### src/pmw_pkg.sv
// Shared constants and types for the program memory block writer
`default_nettype none
package pmw_pkg;
  localparam int PTR_W = 22;
  localparam int PTR_LOW_W = 21;
  localparam int BYTE_W = 8;
  localparam int BLOCK_BYTES = 2;
  localparam int ODD_BIT_POS = 0;
  localparam int NSRC = 8;
  localparam logic LWE_RST = 1'b0;
  localparam logic [7:0] HOLD_RST = 8'h00;
  localparam logic [21:0] PTR_RST = 22'h000000;
  localparam logic [20:0] PTR_ONE = 21'h000001;
  typedef enum logic [1:0] {
    PMW_PTR_KEEP,
    PMW_PTR_POST_INC,
    PMW_PTR_POST_DEC,
    PMW_PTR_PRE_INC
  } pmw_ptr_mode_t;
  typedef enum logic [1:0] {
    PMW_ACT_NONE,
    PMW_ACT_NEXT,
    PMW_ACT_VEC_LOW,
    PMW_ACT_VEC_HIGH
  } pmw_action_t;
endpackage : pmw_pkg
`default_nettype wire

### src/pmw_ptr_update.sv
// Byte pointer update per write variant
`default_nettype none
module pmw_ptr_update
  import pmw_pkg::*;
(
  input wire logic [pmw_pkg::PTR_W-1:0] ptr_i,
  input wire pmw_pkg::pmw_ptr_mode_t mode_i,
  output logic [pmw_pkg::PTR_W-1:0] access_o,
  output logic [pmw_pkg::PTR_W-1:0] next_o
);
  import pmw_pkg::*;

  logic [PTR_LOW_W-1:0] inc;
  logic [PTR_LOW_W-1:0] dec;

  assign inc = ptr_i[PTR_LOW_W-1:0] + PTR_ONE;
  assign dec = ptr_i[PTR_LOW_W-1:0] - PTR_ONE;

  // Only the low 21 bits move; top bit stays
  always_comb begin
    access_o = ptr_i;
    next_o = ptr_i;
    case (mode_i)
      PMW_PTR_KEEP: begin
        next_o = ptr_i;
      end
      PMW_PTR_POST_INC: begin
        next_o = {ptr_i[PTR_W-1], inc};
      end
      PMW_PTR_POST_DEC: begin
        next_o = {ptr_i[PTR_W-1], dec};
      end
      PMW_PTR_PRE_INC: begin
        access_o = {ptr_i[PTR_W-1], inc};
        next_o = {ptr_i[PTR_W-1], inc};
      end
      default: begin
        next_o = ptr_i;
      end
    endcase
  end
endmodule : pmw_ptr_update
`default_nettype wire

### src/pmw_term_decode.sv
// Decides how a terminated long write resumes
`default_nettype none
module pmw_term_decode
  import pmw_pkg::*;
(
  input wire logic high_priority_global_enable_i,
  input wire logic low_priority_global_enable_i,
  input wire logic high_prio_i,
  output pmw_pkg::pmw_action_t action_o
);
  import pmw_pkg::*;

  always_comb begin
    action_o = PMW_ACT_NEXT;
    if (!high_priority_global_enable_i && low_priority_global_enable_i && !high_prio_i) begin
      action_o = PMW_ACT_VEC_LOW;
    end else if (high_priority_global_enable_i && !low_priority_global_enable_i
                 && high_prio_i) begin
      action_o = PMW_ACT_VEC_HIGH;
    end
  end
endmodule : pmw_term_decode
`default_nettype wire

### src/pmw_block_writer.sv
// Program memory block writer: short/long table writes and termination
`default_nettype none
module pmw_block_writer
  import pmw_pkg::*;
(
  input wire logic mclk_i,
  input wire logic rst_b_i,
  // Table write request from the core
  input wire logic table_write_instr_i,
  input wire pmw_pkg::pmw_ptr_mode_t ptr_mode_i,
  input wire logic [pmw_pkg::BYTE_W-1:0] transfer_latch_i,
  input wire logic internal_target_i,
  // Software pointer load
  input wire logic ptr_load_i,
  input wire logic [pmw_pkg::PTR_W-1:0] ptr_load_val_i,
  // Long write enable bit
  input wire logic lwe_set_i,
  input wire logic lwe_clear_i,
  // Programming-voltage qualifier
  input wire logic reset_programming_pin_vpp_i,
  // Interrupt state
  input wire logic [pmw_pkg::NSRC-1:0] irq_flag_i,
  input wire logic [pmw_pkg::NSRC-1:0] irq_enable_i,
  input wire logic [pmw_pkg::NSRC-1:0] irq_high_prio_i,
  input wire logic high_priority_global_enable_i,
  input wire logic low_priority_global_enable_i,
  // Outputs
  output logic long_write_enable_o,
  output logic [pmw_pkg::PTR_W-1:0] byte_pointer_o,
  output logic cpu_halt_o,
  output logic prog_active_o,
  output logic [pmw_pkg::PTR_W-1:0] prog_addr_o,
  output logic [2*pmw_pkg::BYTE_W-1:0] prog_data_o,
  output logic term_pulse_o,
  output pmw_pkg::pmw_action_t term_action_o
);
  import pmw_pkg::*;

  typedef enum logic {
    PMW_IDLE,
    PMW_PROG
  } pmw_state_t;

  ////////////////////////////////////////////////////////////////////////////
  // Declarations
  pmw_state_t state_ff;
  pmw_state_t nxt_state;
  logic lwe_ff;
  logic [BYTE_W-1:0] hold_ff;
  logic [PTR_W-1:0] ptr_ff;
  logic [PTR_W-1:0] ptr_access;
  logic [PTR_W-1:0] ptr_next;
  logic [PTR_W-1:0] addr_ff;
  logic [2*BYTE_W-1:0] data_ff;
  logic term_ff;
  pmw_action_t action_ff;
  pmw_action_t action_dec;
  logic [NSRC-1:0] armed;
  logic [NSRC-1:0] fired;
  logic odd_addr;
  logic start_long;
  logic end_long;
  logic fired_high;

  ////////////////////////////////////////////////////////////////////////////
  // Pointer
  pmw_ptr_update u_ptr (
    .ptr_i(ptr_ff),
    .mode_i(ptr_mode_i),
    .access_o(ptr_access),
    .next_o(ptr_next)
  );

  always_ff @(posedge mclk_i or negedge rst_b_i) begin
    if (!rst_b_i) begin
      ptr_ff <= PTR_RST;
    end else if (ptr_load_i) begin
      ptr_ff <= ptr_load_val_i;
    // Writes during a long write leave the pointer alone
    end else if (table_write_instr_i && state_ff == PMW_IDLE) begin
      ptr_ff <= ptr_next;
    end
  end

  ////////////////////////////////////////////////////////////////////////////
  // Start qualification
  assign odd_addr = ptr_access[ODD_BIT_POS];
  // Voltage qualifier sampled at the odd write, all six terms required
  assign start_long = table_write_instr_i && internal_target_i && state_ff == PMW_IDLE
                      && odd_addr && lwe_ff && reset_programming_pin_vpp_i;

  ////////////////////////////////////////////////////////////////////////////
  // Long write enable
  always_ff @(posedge mclk_i or negedge rst_b_i) begin
    if (!rst_b_i) begin
      lwe_ff <= LWE_RST;
    end else if (lwe_set_i) begin
      lwe_ff <= 1'b1;  // Clear requests are deliberately ignored
    end
  end

  ////////////////////////////////////////////////////////////////////////////
  // Holding register, internal only
  // External and odd writes never touch it
  always_ff @(posedge mclk_i or negedge rst_b_i) begin
    if (!rst_b_i) begin
      hold_ff <= HOLD_RST;
    end else if (table_write_instr_i && internal_target_i && state_ff == PMW_IDLE
                 && !odd_addr) begin
      hold_ff <= transfer_latch_i;
    end
  end

  ////////////////////////////////////////////////////////////////////////////
  // Termination
  // Flags and enables are levels; any enabled flag ends the write
  assign armed = irq_enable_i;
  assign fired = armed & irq_flag_i;
  assign end_long = state_ff == PMW_PROG && |fired;
  assign fired_high = |(fired & irq_high_prio_i);

  pmw_term_decode u_term (
    .high_priority_global_enable_i(high_priority_global_enable_i),
    .low_priority_global_enable_i(low_priority_global_enable_i),
    .high_prio_i(fired_high),
    .action_o(action_dec)
  );

  ////////////////////////////////////////////////////////////////////////////
  // State machine
  // Only reset or an enabled flag leaves programming; no timer
  always_comb begin
    nxt_state = state_ff;
    case (state_ff)
      PMW_IDLE: begin
        if (start_long) begin
          nxt_state = PMW_PROG;
        end
      end
      PMW_PROG: begin
        if (end_long) begin
          nxt_state = PMW_IDLE;
        end
      end
      default: begin
        nxt_state = PMW_IDLE;
      end
    endcase
  end

  always_ff @(posedge mclk_i or negedge rst_b_i) begin
    if (!rst_b_i) begin
      state_ff <= PMW_IDLE;
    end else begin
      state_ff <= nxt_state;
    end
  end

  ////////////////////////////////////////////////////////////////////////////
  // Block address and data, high byte from latch, low from holding
  // Captured once at start so the array sees a steady block
  always_ff @(posedge mclk_i or negedge rst_b_i) begin
    if (!rst_b_i) begin
      addr_ff <= PTR_RST;
      data_ff <= {HOLD_RST, HOLD_RST};
    end else if (start_long) begin
      addr_ff <= {ptr_access[PTR_W-1:1], 1'b0};
      data_ff <= {transfer_latch_i, hold_ff};
    end
  end

  ////////////////////////////////////////////////////////////////////////////
  // Termination report; flags are never touched here
  always_ff @(posedge mclk_i or negedge rst_b_i) begin
    if (!rst_b_i) begin
      term_ff <= 1'b0;
      action_ff <= PMW_ACT_NONE;
    end else begin
      term_ff <= end_long;
      if (end_long) begin
        action_ff <= action_dec;
      end
    end
  end

  ////////////////////////////////////////////////////////////////////////////
  // Outputs
  // Halt and active come from the same state bit
  assign long_write_enable_o = lwe_ff;
  assign byte_pointer_o = ptr_ff;
  assign prog_active_o = state_ff == PMW_PROG;
  assign cpu_halt_o = state_ff == PMW_PROG;
  assign prog_addr_o = addr_ff;
  assign prog_data_o = data_ff;
  assign term_pulse_o = term_ff;
  assign term_action_o = action_ff;

  ////////////////////////////////////////////////////////////////////////////
  // Assertions
  a_lwe_sticky: assert property (@(posedge mclk_i) disable iff (!rst_b_i)
    lwe_ff |=> lwe_ff) else $error("long write enable cleared without reset");
  a_no_start_lwe: assert property (@(posedge mclk_i) disable iff (!rst_b_i)
    (state_ff == PMW_IDLE && !lwe_ff) |=> state_ff == PMW_IDLE)
    else $error("long write started with enable clear");
  a_even_no_prog: assert property (@(posedge mclk_i) disable iff (!rst_b_i)
    (state_ff == PMW_IDLE && table_write_instr_i && !odd_addr) |=> !prog_active_o)
    else $error("even write started programming");
  a_even_holds: assert property (@(posedge mclk_i) disable iff (!rst_b_i)
    (state_ff == PMW_IDLE && table_write_instr_i && internal_target_i && !odd_addr)
    |=> hold_ff == $past(transfer_latch_i)) else $error("holding register not loaded");
  a_odd_starts: assert property (@(posedge mclk_i) disable iff (!rst_b_i)
    (state_ff == PMW_IDLE && table_write_instr_i && internal_target_i && odd_addr && lwe_ff
     && reset_programming_pin_vpp_i) |=> cpu_halt_o && prog_data_o[2*BYTE_W-1:BYTE_W]
    == $past(transfer_latch_i) && prog_data_o[BYTE_W-1:0] == $past(hold_ff))
    else $error("odd write did not start long write");
  a_no_vpp_no_start: assert property (@(posedge mclk_i) disable iff (!rst_b_i)
    (state_ff == PMW_IDLE && !reset_programming_pin_vpp_i) |=> !cpu_halt_o)
    else $error("long write without programming voltage");
  a_disabled_holds: assert property (@(posedge mclk_i) disable iff (!rst_b_i)
    (prog_active_o && (irq_enable_i & irq_flag_i) == '0) |=> prog_active_o)
    else $error("long write ended without enabled flag");
  a_enabled_ends: assert property (@(posedge mclk_i) disable iff (!rst_b_i)
    (prog_active_o && |(irq_enable_i & irq_flag_i)) |=> !prog_active_o ##0 term_pulse_o)
    else $error("enabled flag did not end long write");
  a_vec_high: assert property (@(posedge mclk_i) disable iff (!rst_b_i)
    (end_long && high_priority_global_enable_i && !low_priority_global_enable_i
     && fired_high) |=> term_action_o == PMW_ACT_VEC_HIGH)
    else $error("high vector not chosen");
  a_vec_low: assert property (@(posedge mclk_i) disable iff (!rst_b_i)
    (end_long && !high_priority_global_enable_i && low_priority_global_enable_i
     && !fired_high) |=> term_action_o == PMW_ACT_VEC_LOW)
    else $error("low vector not chosen");
  a_next_instr: assert property (@(posedge mclk_i) disable iff (!rst_b_i)
    (end_long && high_priority_global_enable_i == low_priority_global_enable_i)
    |=> term_action_o == PMW_ACT_NEXT) else $error("next instruction not chosen");
  a_ptr_post_inc: assert property (@(posedge mclk_i) disable iff (!rst_b_i)
    (table_write_instr_i && !ptr_load_i && state_ff == PMW_IDLE
     && ptr_mode_i == PMW_PTR_POST_INC) |=> ptr_ff[PTR_LOW_W-1:0]
    == $past(ptr_ff[PTR_LOW_W-1:0]) + PTR_ONE && ptr_ff[PTR_W-1] == $past(ptr_ff[PTR_W-1]))
    else $error("pointer post increment wrong");

  // Pointer variants and load
  a_ptr_post_dec: assert property (@(posedge mclk_i) disable iff (!rst_b_i)
    (table_write_instr_i && !ptr_load_i && state_ff == PMW_IDLE
     && ptr_mode_i == PMW_PTR_POST_DEC) |=> ptr_ff[PTR_LOW_W-1:0]
    == $past(ptr_ff[PTR_LOW_W-1:0]) - PTR_ONE) else $error("pointer post decrement wrong");
  a_ptr_pre_inc: assert property (@(posedge mclk_i) disable iff (!rst_b_i)
    (table_write_instr_i && !ptr_load_i && state_ff == PMW_IDLE
     && ptr_mode_i == PMW_PTR_PRE_INC) |=> ptr_ff[PTR_LOW_W-1:0]
    == $past(ptr_ff[PTR_LOW_W-1:0]) + PTR_ONE) else $error("pointer pre increment wrong");
  a_ptr_keep: assert property (@(posedge mclk_i) disable iff (!rst_b_i)
    (table_write_instr_i && !ptr_load_i && state_ff == PMW_IDLE
     && ptr_mode_i == PMW_PTR_KEEP) |=> $stable(ptr_ff)) else $error("pointer moved on keep");
  a_ptr_top_bit: assert property (@(posedge mclk_i) disable iff (!rst_b_i)
    (table_write_instr_i && !ptr_load_i) |=> ptr_ff[PTR_W-1] == $past(ptr_ff[PTR_W-1]))
    else $error("pointer top bit changed by a write");
  a_ptr_load: assert property (@(posedge mclk_i) disable iff (!rst_b_i)
    ptr_load_i |=> ptr_ff == $past(ptr_load_val_i))
    else $error("pointer load lost");
  a_halt_ptr_frozen: assert property (@(posedge mclk_i) disable iff (!rst_b_i)
    (prog_active_o && !ptr_load_i) |=> $stable(ptr_ff))
    else $error("pointer moved during long write");

  // Holding register and enable bit
  a_ext_no_hold: assert property (@(posedge mclk_i) disable iff (!rst_b_i)
    (state_ff == PMW_IDLE && table_write_instr_i && !internal_target_i) |=> $stable(hold_ff))
    else $error("external write loaded holding register");
  a_odd_no_hold: assert property (@(posedge mclk_i) disable iff (!rst_b_i)
    (table_write_instr_i && odd_addr) |=> $stable(hold_ff))
    else $error("odd write loaded holding register");
  a_halt_hold_frozen: assert property (@(posedge mclk_i) disable iff (!rst_b_i)
    prog_active_o |=> $stable(hold_ff))
    else $error("holding register moved during long write");
  a_lwe_sets: assert property (@(posedge mclk_i) disable iff (!rst_b_i)
    lwe_set_i |=> lwe_ff)
    else $error("long write enable not set");
  a_lwe_clr_ignored: assert property (@(posedge mclk_i) disable iff (!rst_b_i)
    (lwe_ff && lwe_clear_i) |=> lwe_ff)
    else $error("clear request dropped long write enable");
  a_ext_no_start: assert property (@(posedge mclk_i) disable iff (!rst_b_i)
    (state_ff == PMW_IDLE && table_write_instr_i && !internal_target_i) |=> !prog_active_o)
    else $error("external write started programming");
  a_no_lwe_odd: assert property (@(posedge mclk_i) disable iff (!rst_b_i)
    (state_ff == PMW_IDLE && table_write_instr_i && odd_addr && !lwe_ff)
    |=> !prog_active_o && $stable(prog_data_o)) else $error("odd write without enable programmed");

  // Programming block and termination
  a_addr_even: assert property (@(posedge mclk_i) disable iff (!rst_b_i)
    prog_active_o |-> prog_addr_o[ODD_BIT_POS] == 1'b0)
    else $error("block address not even");
  a_block_stable: assert property (@(posedge mclk_i) disable iff (!rst_b_i)
    prog_active_o |=> $stable(prog_data_o) && $stable(prog_addr_o))
    else $error("block changed during long write");
  a_disabled_flag: assert property (@(posedge mclk_i) disable iff (!rst_b_i)
    (prog_active_o && (irq_flag_i & ~irq_enable_i) != '0 && (irq_flag_i & irq_enable_i) == '0)
    |=> prog_active_o) else $error("disabled source ended long write");
  a_end_resumes: assert property (@(posedge mclk_i) disable iff (!rst_b_i)
    end_long |=> !cpu_halt_o && term_pulse_o)
    else $error("long write did not resume");
  a_term_one_cycle: assert property (@(posedge mclk_i) disable iff (!rst_b_i)
    term_pulse_o |=> !term_pulse_o)
    else $error("termination pulse longer than one cycle");
  a_action_holds: assert property (@(posedge mclk_i) disable iff (!rst_b_i)
    !end_long |=> $stable(term_action_o))
    else $error("termination action changed");
  a_next_mixed: assert property (@(posedge mclk_i) disable iff (!rst_b_i)
    (end_long && ((!high_priority_global_enable_i && low_priority_global_enable_i && fired_high)
     || (high_priority_global_enable_i && !low_priority_global_enable_i && !fired_high)))
    |=> term_action_o == PMW_ACT_NEXT) else $error("mixed globals did not resume in place");

  c_short_write: cover property (@(posedge mclk_i) disable iff (!rst_b_i)
    table_write_instr_i && internal_target_i && !odd_addr && state_ff == PMW_IDLE);
  c_long_write: cover property (@(posedge mclk_i) disable iff (!rst_b_i) start_long);
  c_term_next: cover property (@(posedge mclk_i) disable iff (!rst_b_i)
    end_long && action_dec == PMW_ACT_NEXT);
  c_term_vec: cover property (@(posedge mclk_i) disable iff (!rst_b_i)
    end_long && action_dec != PMW_ACT_NEXT);
  c_halt_write: cover property (@(posedge mclk_i) disable iff (!rst_b_i)
    prog_active_o && table_write_instr_i);
endmodule : pmw_block_writer
`default_nettype wire

### config.mk
export PLATFORM = sky130hd
export DESIGN_NAME = pmw_block_writer
export DESIGN_NICKNAME = d
export VERILOG_FILES = /design/src/pmw_pkg.sv /design/src/pmw_ptr_update.sv /design/src/pmw_term_decode.sv /design/src/pmw_block_writer.sv
export SDC_FILE = /design/constraint.sdc
export NUM_CORES = 1
export LEC_CHECK = 0
export ABC_AREA = 1
export BUFFER_PORTS_ARGS = -buffer_cell sky130_fd_sc_hd__buf_4
export CAP_MARGIN = 25
export CORE_MARGIN = 2
export CORE_UTILIZATION = 53
export CTS_CLUSTER_SIZE = 12
export DETAILED_ROUTE_END_ITERATION = 16
export PLACE_DENSITY = 0.84
export SYNTH_ARGS = -nofsm -noshare
export SYNTH_HDL_FRONTEND = slang
export SYNTH_SLANG_ARGS = --single-unit
### constraint.sdc
create_clock -name mclk_i -period 2.4 [get_ports mclk_i]
set_clock_uncertainty 0.1 [all_clocks]
set_input_delay 0.12 -clock mclk_i [delete_from_list [all_inputs] [get_ports mclk_i]]
set_output_delay 0.12 -clock mclk_i [all_outputs]
set_load 0.02 [all_outputs]
; Yosys cells after proc, flatten, opt, wreduce, memory -nomap -nowiden
; Index checks and enable logic that the tools add are counted.
[classes]
addsub = 2
eq_ne = 6
muxes = 9
bitwise_logic = 3
reduce_logical = 23
[op_table]
columns = operator, n
row1 = 22-bit two-way mux, 2
row2 = 21-bit case mux with 2 select lines, 1
row3 = "21-bit by 1-bit adder with 21-bit output, second input constant", 1
row4 = 21-bit two-way mux, 1
row5 = "21-bit by 1-bit subtractor with 21-bit output, second input constant", 1
row6 = 8-bit AND, 2
row7 = 8-bit OR reduction, 2
row8 = 1-bit logical AND, 12
row9 = "2-bit equality test, second input constant", 2
row10 = 1-bit zero test, 4
row11 = 2-bit two-way mux, 2
row12 = "2-bit inequality test, second input constant", 2
row13 = 4-bit AND reduction, 1
row14 = "2-bit by 1-bit equality test with 1-bit output, second input constant", 1
row15 = 2-bit zero test, 1
row16 = 1-bit two-way mux, 2
row17 = "2-bit by 1-bit inequality test with 1-bit output, second input constant", 1
row18 = 1-bit case mux with 2 select lines, 1
row19 = 2-bit AND reduction, 1
row20 = 2-bit nonzero test, 1
row21 = 2-bit OR reduction, 1
row22 = 1-bit inverter, 1
[totals]
reg_bits = 72
inputBits = 66
out_inout_bits = 66

; Longest topological paths before layout
; Gate-level depths: netlist of the first run.
[depth]
depth_word = 7
depth_mapped = 13
depth_no_buf = 12

; Modules after synthesis
; Synthesis of the first run repeated with hierarchy kept, for this count alone.
[unflattened]
hier_cells = 707
hier_area_um2 = 4933.5
[modules_own_cells]
columns = module, n_inst, cells_per_inst, area_per_inst_um2, seq_area_each_um2
row1 = pmw_block_writer, 1, 353, 3148.0, 1801.7
row2 = pmw_ptr_update, 1, 349, 1757.9, 0.0
row3 = pmw_term_decode, 1, 5, 27.5, 0.0

; Worst setup path before layout of the first run
; OpenSTA, ideal clock, no wires.
[synth_timing]
kind = reg-to-reg
startpoint = reg ptr_ff[0] (netlist: byte_pointer_o[0])
endpoint = reg ptr_ff[12] (netlist: byte_pointer_o[12])
arrival_ps = 1732
slack_ps = 437
stages_incl_launch_ff = 13
path_buffers = 1
synth_period_minus_slack_ps = 1963
path_cell_list = dfrtp_1 -> inv_1 -> buf_2 -> ha_1 -> nand2_1 -> nor2_4 -> inv_1 -> nor2_1 -> nand2_1 -> nand3_1 -> nand3_1 -> nand2_1 -> o21ai_0
[synth_via]
elab_chain_len = 4
[synth_rtl]
columns = element, line_no
row1 = "start, declared", pmw_block_writer.sv:50  ; logic [PTR_W-1:0] ptr_ff;
row2 = "start signal, assigned", pmw_block_writer.sv:78  ; ptr_ff <= ptr_load_val_i;
row3 = "start signal, assigned", pmw_block_writer.sv:81  ; ptr_ff <= ptr_next;
row4 = 21-bit by 1-bit adder with 21-bit output / 21-bit by 1-bit subtractor with 21-bit output (equally long branches), "pmw_ptr_update.sv:16, pmw_ptr_update.sv:17"
row5 = 21-bit case mux with 2 select lines *, pmw_ptr_update.sv:23  ; case (mode_i)
row6 = 22-bit two-way mux *, pmw_block_writer.sv:80  ; end else if (table_write_instr_i && state_ff == PMW_IDLE) begin
row7 = 22-bit two-way mux *, pmw_block_writer.sv:77  ; end else if (ptr_load_i) begin
; Every way passes the cells marked *; elsewhere a longest branch is shown, timed or not. The select of a mux whose other input is x is not followed.
; A chain may end at the register's enable or synchronous reset.

; Final worst setup path of the first run
[layout_timing]
startpoint = reg ptr_ff[0] (netlist: byte_pointer_o[0])
endpoint = reg ptr_ff[10] (netlist: byte_pointer_o[10])
; The elaborated chain is that of the path after synthesis.

==> results.tsv, run 1 <==
stage	metric	value	unit
global_route	first-pass GRT wire length	23.4	mm
logic_synthesis	Synth Area in Compound Gates	11.7	%
die	Top Ports	132	
die	Initial Util	54.8	%
logic_synthesis	simple logic cell fraction of the synthesized area	34.9	%
clocking	clock latency on the worst-skew pair	370	ps
place	Placed Instances	873	
power	Gate power share	46.2	%
die	Die Y	96.1	um
power	Reg power frac	37.6	%
global_route	Global Route Usage Sum	33.6	%
final_layout	Ant. Diodes	0	
clocking	CTS Root Cell	clkbuf_8	
outcome	run status	complete, but fails checks	
logic_synthesis	#FFs+latches synth	72	
logic_synthesis	XOR/XNOR Fraction of Synth Area	3.50	%
logic_synthesis	Unique masters post-synth	35	
final_layout	area grow syn2layout	31.1	%
sta	Period Utilization, post-route	87.1	%
clocking	Max Buffers Root-to-Sink	2	
logic_synthesis	ys async rst share	100	%
worst_setup_path	crit path max fanout	6	
drt	DR iter-0 viols	365	
global_route	vias in the first global route	4800	
place	RePlAce Congestion	0.930	
sta	achievable clock frequency	0.478	GHz
place	DP HPWL	10.5	mm
worst_setup_path	Setup Crit Path Kind	reg2reg	
logic_synthesis	syn_nets	739	
power	power per cell area	1000	nW/um2
hold_path	worst hold path class	in2reg	
sta	Slew HR	36.9	%
power	switching power	2.69	mW
global_route	antenna violations before repair	0	
logic_synthesis	synth warn	0	
logic_synthesis	Synth top area share	40.0	%
power	switching portion of total power	45.5	%
logic_synthesis	Commonest cells post-synth	nand2_1 (216), nor2_1 (99), dfrtp_1 (72)	
drt	wire per inst	16.2	um
worst_setup_path	critical path capture point type	register	
power	leak pwr	2.97	nW
sta	Final Max Slew Viols	0	
power	clock power share	16.2	%
sta	Worst Tran Pin Value	945	ps
logic_synthesis	number of cells produced by synthesis	671	
sta	post-route minimum period	2090	ps
sta	hold_ws	-4.42	ps
logic_synthesis	Post-synth EDFFs	0	
drt	Remaining DRCs	0	
final_layout	share of cells above drive strength 1	19.9	%
die	Core Area	8220	um2
power	maximum VDD drop	0.466	mV
clocking	clock slew at reported path FFs	90	ps
drt	drt via density	5.50	
logic_synthesis	adder-cell area share of the yosys netlist	0.556	%
die	row cnt	33	
worst_setup_path	type of origin of the critical path	register	
clocking	Sink Count	72	
logic_synthesis	mux contribution to synthesized area	0.222	%
outcome	failing checks	hold timing	
clocking	TritonCTS clock tree	built	
die	Die X	96.1	um
final_layout	nets@finish	873	
worst_setup_path	WP data arrival	2300	ps
die	area of the die	9240	um2
logic_synthesis	Mean Syn Cell Area	6.71	um2
final_layout	Finished Layout Cells	915	
sta	RSZ-0062 raised after global routing	false	
clocking	total CTS buffers	9	
sta	setup TNS	0	ps
clocking	postcts setup bufs	0	
logic_synthesis	most frequent cell after synthesis	nand2_1	
logic_synthesis	synth top area cells	dfrtp_1 (40%), nand2_1 (18%), nor2_1 (8.3%)	
logic_synthesis	main combinational cell family by area after synthesis	simple AND/OR/NAND/NOR gates	
power	Internal	3.22	mW
drt	DR vias	5029	
power	Final Power	5.91	mW
global_route	GRT Residual Overflow	0	
drt	Routed Antenna Nets	0	
drt	DRT Pass-1 Iters	5	
logic_synthesis	Yosys top cell by area	dfrtp_1	
clocking	CTS HTree Levels	3	
sta	setup violators final	0	
global_route	largest net degree at the start of global routing	73	
logic_synthesis	Top FF cell, synth	dfrtp_1	
final_layout	fillers	628	
drt	Final Routed Wirelength	14.8	mm
worst_setup_path	required time of the critical path	2610	ps
place	buffers added on ports	129	
logic_synthesis	part of the Yosys area used for sequential elements	40.0	%
flow_run	max_cap viols	0	
sta	Final Hold Fails	2	
logic_synthesis	Netlist Area Pre-Place	4500	um2
## through the flow
step / setup slack (ps) / utilization (%) / cell area (um2)
finish: 309 / 71.8 / 5900
global route: 122 / 71.8 / 5900
CTS: 318 / 71.8 / 5900
detailed placement: 361 / 66.4 / 5460
global placement: 380 / 66.4 / 5460
floorplan: 437 / - / 4500
## power by group through the flow
stage               logic, mW  registers, mW  clock network (mW)
floorplan                1.19           2.54                   0
global placement         2.60           2.20                   0
detailed placement       2.67           2.23                   0
CTS                      2.71           2.21               0.950
global route             2.99           2.29                1.01
finish                   2.73           2.22               0.955
## state kept, by name (all words and copies together) (netlist names)
name / cells
byte_pointer_o: 22
prog_addr_o: 21
prog_data_o: 16
hold_ff: 8
term_action_o: 2
cpu_halt_o: 1
long_write_enable_o: 1
term_pulse_o: 1
## critical path, stage by stage (launching register included)
cell	delay, ps
dfrtp_1	440
ha_1	290
nand3_1	190
inv_1	160
nand2_1	130
nor2_1	140
xor2_1	300
nand2_1	100
nand3_1	80
nand2_1	50
nand2_1	60
## kinds of logic after synthesis
logic type               count (synthesis)
AND/OR/NAND/NOR                        388
AO/OA/AOI/OAI                           99
buffers and inverters                   90
flip-flops                              72
XOR/XNOR                                18
adder cells (fa/ha/maj)                  2
other                                    1
multiplexers                             1
## layout make-up
cell class	count	area, um2	share of cell area, %
Clock buffer	9	124	2.10
Clock inverter	7	60.1	1.02
Inverter	47	176	2.99
Multi-Input combinational cell	509	2290	38.9
Sequential cell	72	1800	30.5
Tap cell	105	131	2.23
Timing Repair Buffer	166	1310	22.2
## layout by cell type (no fill, tap or decap), drive strengths merged, types with 2 or more instances in the layout
| cell | instances |
|---|---|
| o22ai | 2 |
| or2 | 3 |
| nand3 | 57 |
| xor2 | 13 |
| buf | 140 |
| o21a | 5 |
| dlygate4sd3 | 26 |
| clkinvlp | 3 |
| dfrtp | 72 |
| nor2 | 101 |
| xnor2 | 5 |
| o211ai | 2 |
| nand2 | 216 |
| ha | 2 |
| inv | 50 |
| nand4 | 9 |
| a31oi | 2 |
| a21oi | 34 |
| clkbuf | 9 |
| o21ai | 51 |
## repair_timing
action	CTS	global route
resized for setup	0	0
setup endpoints to repair	0	0
hold buffers	26	0
hold endpoints to repair	102	0
## path summary, 6_finish.rpt
| kind | start | end | slack [ps] | depth (start not counted) |
|---|---|---|---|---|
| min | ptr_load_val_i[7] | byte_pointer_o[7]$_DFFE_PN0P_ | -4 | 5 |
| max reg2reg | byte_pointer_o[0]$_DFFE_PN0P_ | byte_pointer_o[10]$_DFFE_PN0P_ | 310 | 10 |
| min in group asynchronous | rst_b_i | prog_data_o[12]$_DFFE_PN0P_ | 310 | 2 |
| min reg2reg | hold_ff[6]$_DFFE_PN0P_ | prog_data_o[6]$_DFFE_PN0P_ | 380 | 2 |
| max in group asynchronous | rst_b_i | byte_pointer_o[8]$_DFFE_PN0P_ | 1290 | 2 |
| max | byte_pointer_o[0]$_DFFE_PN0P_ | byte_pointer_o[10]$_DFFE_PN0P_ | 310 | 10 |
## metal layers
metal	GRT usage [%]	wire [um]	vias to the layer above	part of all wire (%)
met2	58.3	7240	263	49
met1	40.3	5670	2322	38
li1	-	-	2406	-
met4	14.2	446	0	3.0
met3	7.05	1470	38	9.9
met5	0	0	-	0
Power figures use the tool's default switching activity.
==> inputs of run 2 (changes only) <==
--- a/config.mk
+++ b/config.mk
@@ -13,6 +13,7 @@
 export CTS_CLUSTER_SIZE = 12
 export DETAILED_ROUTE_END_ITERATION = 16
 export PLACE_DENSITY = 0.84
+export REMOVE_ABC_BUFFERS = 1
 export SYNTH_ARGS = -nofsm -noshare
 export SYNTH_HDL_FRONTEND = slang
 export SYNTH_SLANG_ARGS = --single-unit
==> run 2 against run 1 <==
Effect of this change: highest routed layer unchanged; register-to-register slack better by 60 ps; clock-buffer cell count unchanged; the flow now finishes without violations; design area down 0.36%; worst setup slack better by 61 ps.
==> results.tsv, run 2 (synthesized netlist as in run 1, its figures left out) <==
stage	metric	value	unit
final_layout	share of cells above drive strength 1	19.5	%
final_layout	Finished Layout Cells	911	
power	Final Power	5.84	mW
final_layout	area grow syn2layout	30.6	%
worst_setup_path	required time of the critical path	2550	ps
die	Die Y	96.1	um
worst_setup_path	critical path capture point type	register	
final_layout	final core occ	71.5	%
clocking	clock slew at reported path FFs	90	ps
clocking	Sink Count	72	
worst_setup_path	most frequent cell on the critical path	nand2_1	
global_route	antenna violations before repair	0	
final_layout	most common cell after layout, fill and taps aside	nand2_1	
drt	Routed Antenna Nets	0	
global_route	Global Route Usage Sum	31.3	%
sta	setup TNS	0	ps
power	leak pwr	2.96	nW
die	Initial Util	54.8	%
drt	DR iter-0 viols	284	
sta	Worst Tran Pin Value	1020	ps
worst_setup_path	Worst R2R End	byte_pointer_o[12]$_DFFE_PN0P_	
drt	DR vias	4869	
sta	setup violators final	0	
final_layout	Ant. Diodes	0	
clocking	total CTS buffers	9	
final_layout	nets@finish	870	
outcome	run status	finished, final reports clean	
worst_setup_path	crit path max fanout	6	
global_route	GRT Residual Overflow	0	
worst_setup_path	CP Launch Point	byte_pointer_o[0]$_DFFE_PN0P_	
sta	post-route minimum period	2030	ps
clocking	TritonCTS clock tree	built	
sta	Slew HR	31.7	%
worst_setup_path	Setup Crit Path Kind	reg2reg	
place	DP HPWL	9.44	mm
hold_path	hold depth	5	
sta	achievable clock frequency	0.492	GHz
die	Die X	96.1	um
hold_path	min-delay src	ptr_load_val_i[7]	
worst_setup_path	critical path's slowest cell	dfrtp_1	
place	Placed Instances	870	
worst_setup_path	worst reg2reg path startpoint	byte_pointer_o[0]$_DFFE_PN0P_	
final_layout	most frequent cells in the layout	nand2_1 (216), buf_4 (137), nor2_1 (99)	
worst_setup_path	Critical Path Max Stage Delay	450	ps
clocking	CTS HTree Levels	3	
die	Top Ports	132	
hold_path	WHS Endpoint	byte_pointer_o[7]$_DFFE_PN0P_	
place	buffers added on ports	129	
sta	RSZ-0062 raised after global routing	false	
die	row cnt	33	
power	maximum VDD drop	0.766	mV
worst_setup_path	Reg2Reg Setup Slack	370	ps
global_route	first-pass GRT wire length	22.4	mm
clocking	CTS Root Cell	clkbuf_8	
final_layout	fillers	664	
worst_setup_path	depth of the worst register-to-register path	11	
flow_run	max_cap viols	0	
worst_setup_path	WP data arrival	2180	ps
sta	Period Utilization, post-route	84.6	%
worst_setup_path	Bufs and invs on worst path	2	
drt	DRT Pass-1 Iters	5	
sta	Final Hold Fails	0	
drt	wire per inst	14.9	um
drt	drt via density	5.34	
place	RePlAce Congestion	0.945	
worst_setup_path	crit-path leading delay family	simple AND/OR/NAND/NOR gates	
die	area of the die	9240	um2
global_route	largest net degree at the start of global routing	73	
clocking	clock latency on the worst-skew pair	360	ps
drt	Remaining DRCs	0	
worst_setup_path	type of origin of the critical path	register	
die	Core Area	8220	um2
sta	Final Max Slew Viols	0	
drt	Final Routed Wirelength	13.6	mm
final_layout	max reg flops	22	
worst_setup_path	CP Cell Sequence	inv_1, ha_1, nand2_1, nor2_4, inv_1, nor2_1, nand2_1, nand3_1, nand3_1, nand2_1, o21ai_0	
clocking	Max Buffers Root-to-Sink	2	
global_route	vias in the first global route	4826	
power	power per cell area	993	nW/um2
hold_path	worst hold path class	in2reg	
-- run 2: changes by cell type in the layout (fill, tap and decap cells not counted) --
cell,previous run,this run
inv_6,3,0
clkinvlp_4,3,1
clkinv_4,0,1
inv_8,1,0
buf_4,140,137
clkinv_2,0,3
bufinv_16,0,1
-- run 2: layer usage --
| layer | GRT usage, % | part of all wire [%] |
|---|---|---|
| met1 | 36.4 | 40 |
| met2 | 55.6 | 51 |
| met3 | 8.54 | 7.3 |
| met4 | 9.64 | 1.4 |
| met5 | 2.38 | 0 |
-- run 2: worst max path at each step --
stage	endpoint	slack [ps]	cells after the start
floorplan	prog_addr_o[7]$_DFFE_PN0P_	-140	6
global placement	byte_pointer_o[10]$_DFFE_PN0P_	470	10
detailed placement	byte_pointer_o[12]$_DFFE_PN0P_	400	11
CTS	byte_pointer_o[12]$_DFFE_PN0P_	390	11
global route	byte_pointer_o[12]$_DFFE_PN0P_	190	11
finish	byte_pointer_o[12]$_DFFE_PN0P_	370	11
-- run 2: what timing repair did --
item / CTS / global route
endpoints found under the setup margin: 0 / 0
hold buffers: 26 / 0
resized for setup: 0 / 0
hold endpoints to repair: 102 / 0
setup buffers: 0 / 0
-- run 2: metrics by stage --
stage | area [um2] | hold slack (ps) | setup slack [ps]
final | 5880 | 13.2 | 369
after detailed placement | 5430 | 203 | 400
after global placement | 5430 | 198 | 467
after global routing | 5880 | 16.7 | 188
after floorplan | 4270 | -276 | -136
after CTS | 5880 | 3.01 | 389
-- run 2: layout make-up --
type | instances | area [um2] | share of cell area (%)
Timing Repair Buffer | 163 | 1290 | 21.9
Tap cell | 105 | 131 | 2.23
Sequential cell | 72 | 1800 | 30.7
Multi-Input combinational cell | 509 | 2290 | 39.0
Clock inverter | 6 | 61.3 | 1.04
Clock buffer | 9 | 124 | 2.11
Inverter | 47 | 176 | 3.00
-- run 2: power by group --
part	switching, mW	internal, mW
combinational	1.55	1.11
sequential	0.504	1.71
clock	0.496	0.471
total	2.55	3.29
-- run 2: worst min-delay path: stages --
cell and delay, ps:
buf_4 80, nor2_1 30, nor2_1 100, nand2_1 60, nand2_1 50
==> inputs of run 3 (changes only) <==
==> constraint.sdc (replaced) <==
create_clock -name mclk_i -period 1.9 [get_ports mclk_i]
set_clock_uncertainty 0.1 [all_clocks]
set_input_delay 0.095 -clock mclk_i [delete_from_list [all_inputs] [get_ports mclk_i]]
set_output_delay 0.095 -clock mclk_i [all_outputs]
set_load 0.02 [all_outputs]
==> run 3 against run 2 <==
Effect of this change: the run now ends with hold timing left; combinational power up 38%; worst hold slack worse by 21 ps; final cell count up 3.0%; largest power group unchanged.
==> results.tsv, run 3 (synthesized netlist as in run 1, its figures left out) <==
stage	metric	value	unit
worst_setup_path	WP data arrival	1950	ps
global_route	vias in the first global route	5082	
drt	wire per inst	15.5	um
sta	Slew HR	56.5	%
clocking	clock slew at reported path FFs	80	ps
die	Initial Util	54.8	%
global_route	GRT Residual Overflow	0	
outcome	failing checks	hold timing	
sta	Period Utilization, post-route	95.1	%
clocking	Sink Count	72	
sta	Final Hold Fails	2	
outcome	run status	complete, but fails checks	
worst_setup_path	Setup Crit Path Kind	reg2reg	
final_layout	max reg flops	22	
global_route	largest net degree at the start of global routing	47	
final_layout	fillers	613	
die	Top Ports	132	
clocking	CTS HTree Levels	3	
clocking	clock latency on the worst-skew pair	360	ps
final_layout	fin area	6170	um2
drt	WL met1	5.68	mm
power	power per cell area	1250	nW/um2
power	Final Power	7.69	mW
worst_setup_path	CP Cell Sequence	inv_2, xor2_1, nand2_1, clkinv_2, buf_4, o22a_1	
clocking	CTS Root Cell	clkbuf_8	
worst_setup_path	Critical Path Max Stage Delay	420	ps
hold_path	worst hold path class	in2reg	
sta	setup violators final	0	
flow_run	max_cap viols	0	
global_route	first-pass GRT wire length	23.7	mm
die	row cnt	33	
sta	hold_ws	-8.19	ps
global_route	Global Route Usage Sum	33.0	%
die	area of the die	9240	um2
drt	DRT Pass-1 Iters	5	
sta	setup TNS	0	ps
final_layout	nets@finish	896	
power	leak pwr	3.09	nW
final_layout	sequential standard cell area	1810	um2
drt	DR iter-0 viols	367	
place	DP Area	5600	um2
place	buffers added on ports	129	
sta	Final Max Slew Viols	0	
place	RePlAce Congestion	0.940	
drt	wire length on met2	7.30	mm
clocking	TritonCTS clock tree	built	
drt	Remaining DRCs	0	
drt	Final Routed Wirelength	14.5	mm
final_layout	most frequent cells in the layout	nand2_1 (214), buf_4 (158), nor2_1 (94)	
die	Die Y	96.1	um
global_route	antenna violations before repair	0	
power	maximum VDD drop	0.844	mV
clocking	Max Buffers Root-to-Sink	2	
sta	Worst Tran Pin Value	652	ps
drt	top routing layer used	met4	
drt	DR vias	5142	
final_layout	area occupied by multi-input gates	2330	um2
final_layout	area grow syn2layout	37.0	%
worst_setup_path	critical path's slowest cell	dfrtp_2	
sta	achievable clock frequency	0.554	GHz
final_layout	Ant. Diodes	0	
sta	post-route minimum period	1810	ps
clocking	total CTS buffers	9	
drt	Detail Route met3 WL	1.08	mm
worst_setup_path	crit path max fanout	18	
worst_setup_path	type of origin of the critical path	register	
final_layout	share of cells above drive strength 1	24.0	%
final_layout	most common cell after layout, fill and taps aside	nand2_1	
worst_setup_path	required time of the critical path	2040	ps
worst_setup_path	critical path capture point type	register	
drt	Routed Antenna Nets	0	
die	Die X	96.1	um
drt	drt via density	5.48	
place	DP HPWL	10.0	mm
die	Core Area	8220	um2
-- run 3: cell count changes in the layout (fill, tap and decap cells not counted), moves of 3 or more --
cell           previous run  this run
dfrtp_2                   0         8
nor2_2                    1         5
buf_4                   137       158
nor2_1                   99        94
dfrtp_1                  72        64
dlygate4sd3_1            26        29
-- run 3: power breakdown --
group	total [mW]	internal [mW]	switching [mW]
clock network	1.29	0.682	0.612
registers	2.72	2.17	0.554
logic	3.68	1.54	2.13
total	7.69	4.39	3.30
-- run 3: final cells by class --
class                           instances  share of cell area (%)
Tap cell                              105                    2.13
Multi-Input combinational cell        509                    37.8
Clock inverter                          4                   0.832
Inverter                               47                    2.88
Sequential cell                        72                    29.4
Timing Repair Buffer                  189                    24.5
Clock buffer                           12                    2.52
-- run 3: path summary, 6_finish.rpt --
path	start	end	slack, ps	depth (start not counted)
min in group asynchronous	rst_b_i	byte_pointer_o[15]$_DFFE_PN0P_	140	2
max in group asynchronous	rst_b_i	byte_pointer_o[12]$_DFFE_PN0P_	980	3
worst max-delay path	byte_pointer_o[0]$_DFFE_PN0P_	prog_addr_o[7]$_DFFE_PN0P_	90	6
worst min register to register	hold_ff[5]$_DFFE_PN0P_	prog_data_o[5]$_DFFE_PN0P_	370	2
worst min-delay path	ptr_load_i	byte_pointer_o[21]$_DFFE_PN0P_	-8	2
worst max register to register	byte_pointer_o[0]$_DFFE_PN0P_	prog_addr_o[7]$_DFFE_PN0P_	90	6
-- run 3: through the flow --
stage	setup WS, ps	cells	utilization [%]
6_report	94.0	938	75.0
5_1_grt	-20.3	938	75.0
4_1_cts	-7.44	937	74.4
3_5_place_dp	-0.187	891	68.2
3_3_place_gp	81.4	891	68.2
2_1_floorplan	-636	628	-
-- run 3: repair_timing --
action / CTS / global route
endpoints found under the hold margin: 94 / 0
hold buffers: 30 / 0
buffers inserted: 0 / 2
endpoints found under the setup margin: 2 / 32
gates resized for setup: 1 / 22
pin swaps: 0 / 1
-- run 3: metal layers --
metal	global-route usage (%)	vias up
met3	7.13	50
met4	15.7	0
met1	39.0	2418
li1	-	2437
met2	56.9	237
met5	0	-
-- run 3: worst max-delay path, delay by kind of cell (launching register included) --
| family | cells | cell delay, ps |
|---|---|---|
| flip-flops | 1 | 420 |
| buffers and inverters | 3 | 660 |
| AO/OA/AOI/OAI | 1 | 190 |
| XOR/XNOR | 1 | 180 |
| AND/OR/NAND/NOR | 1 | 130 |
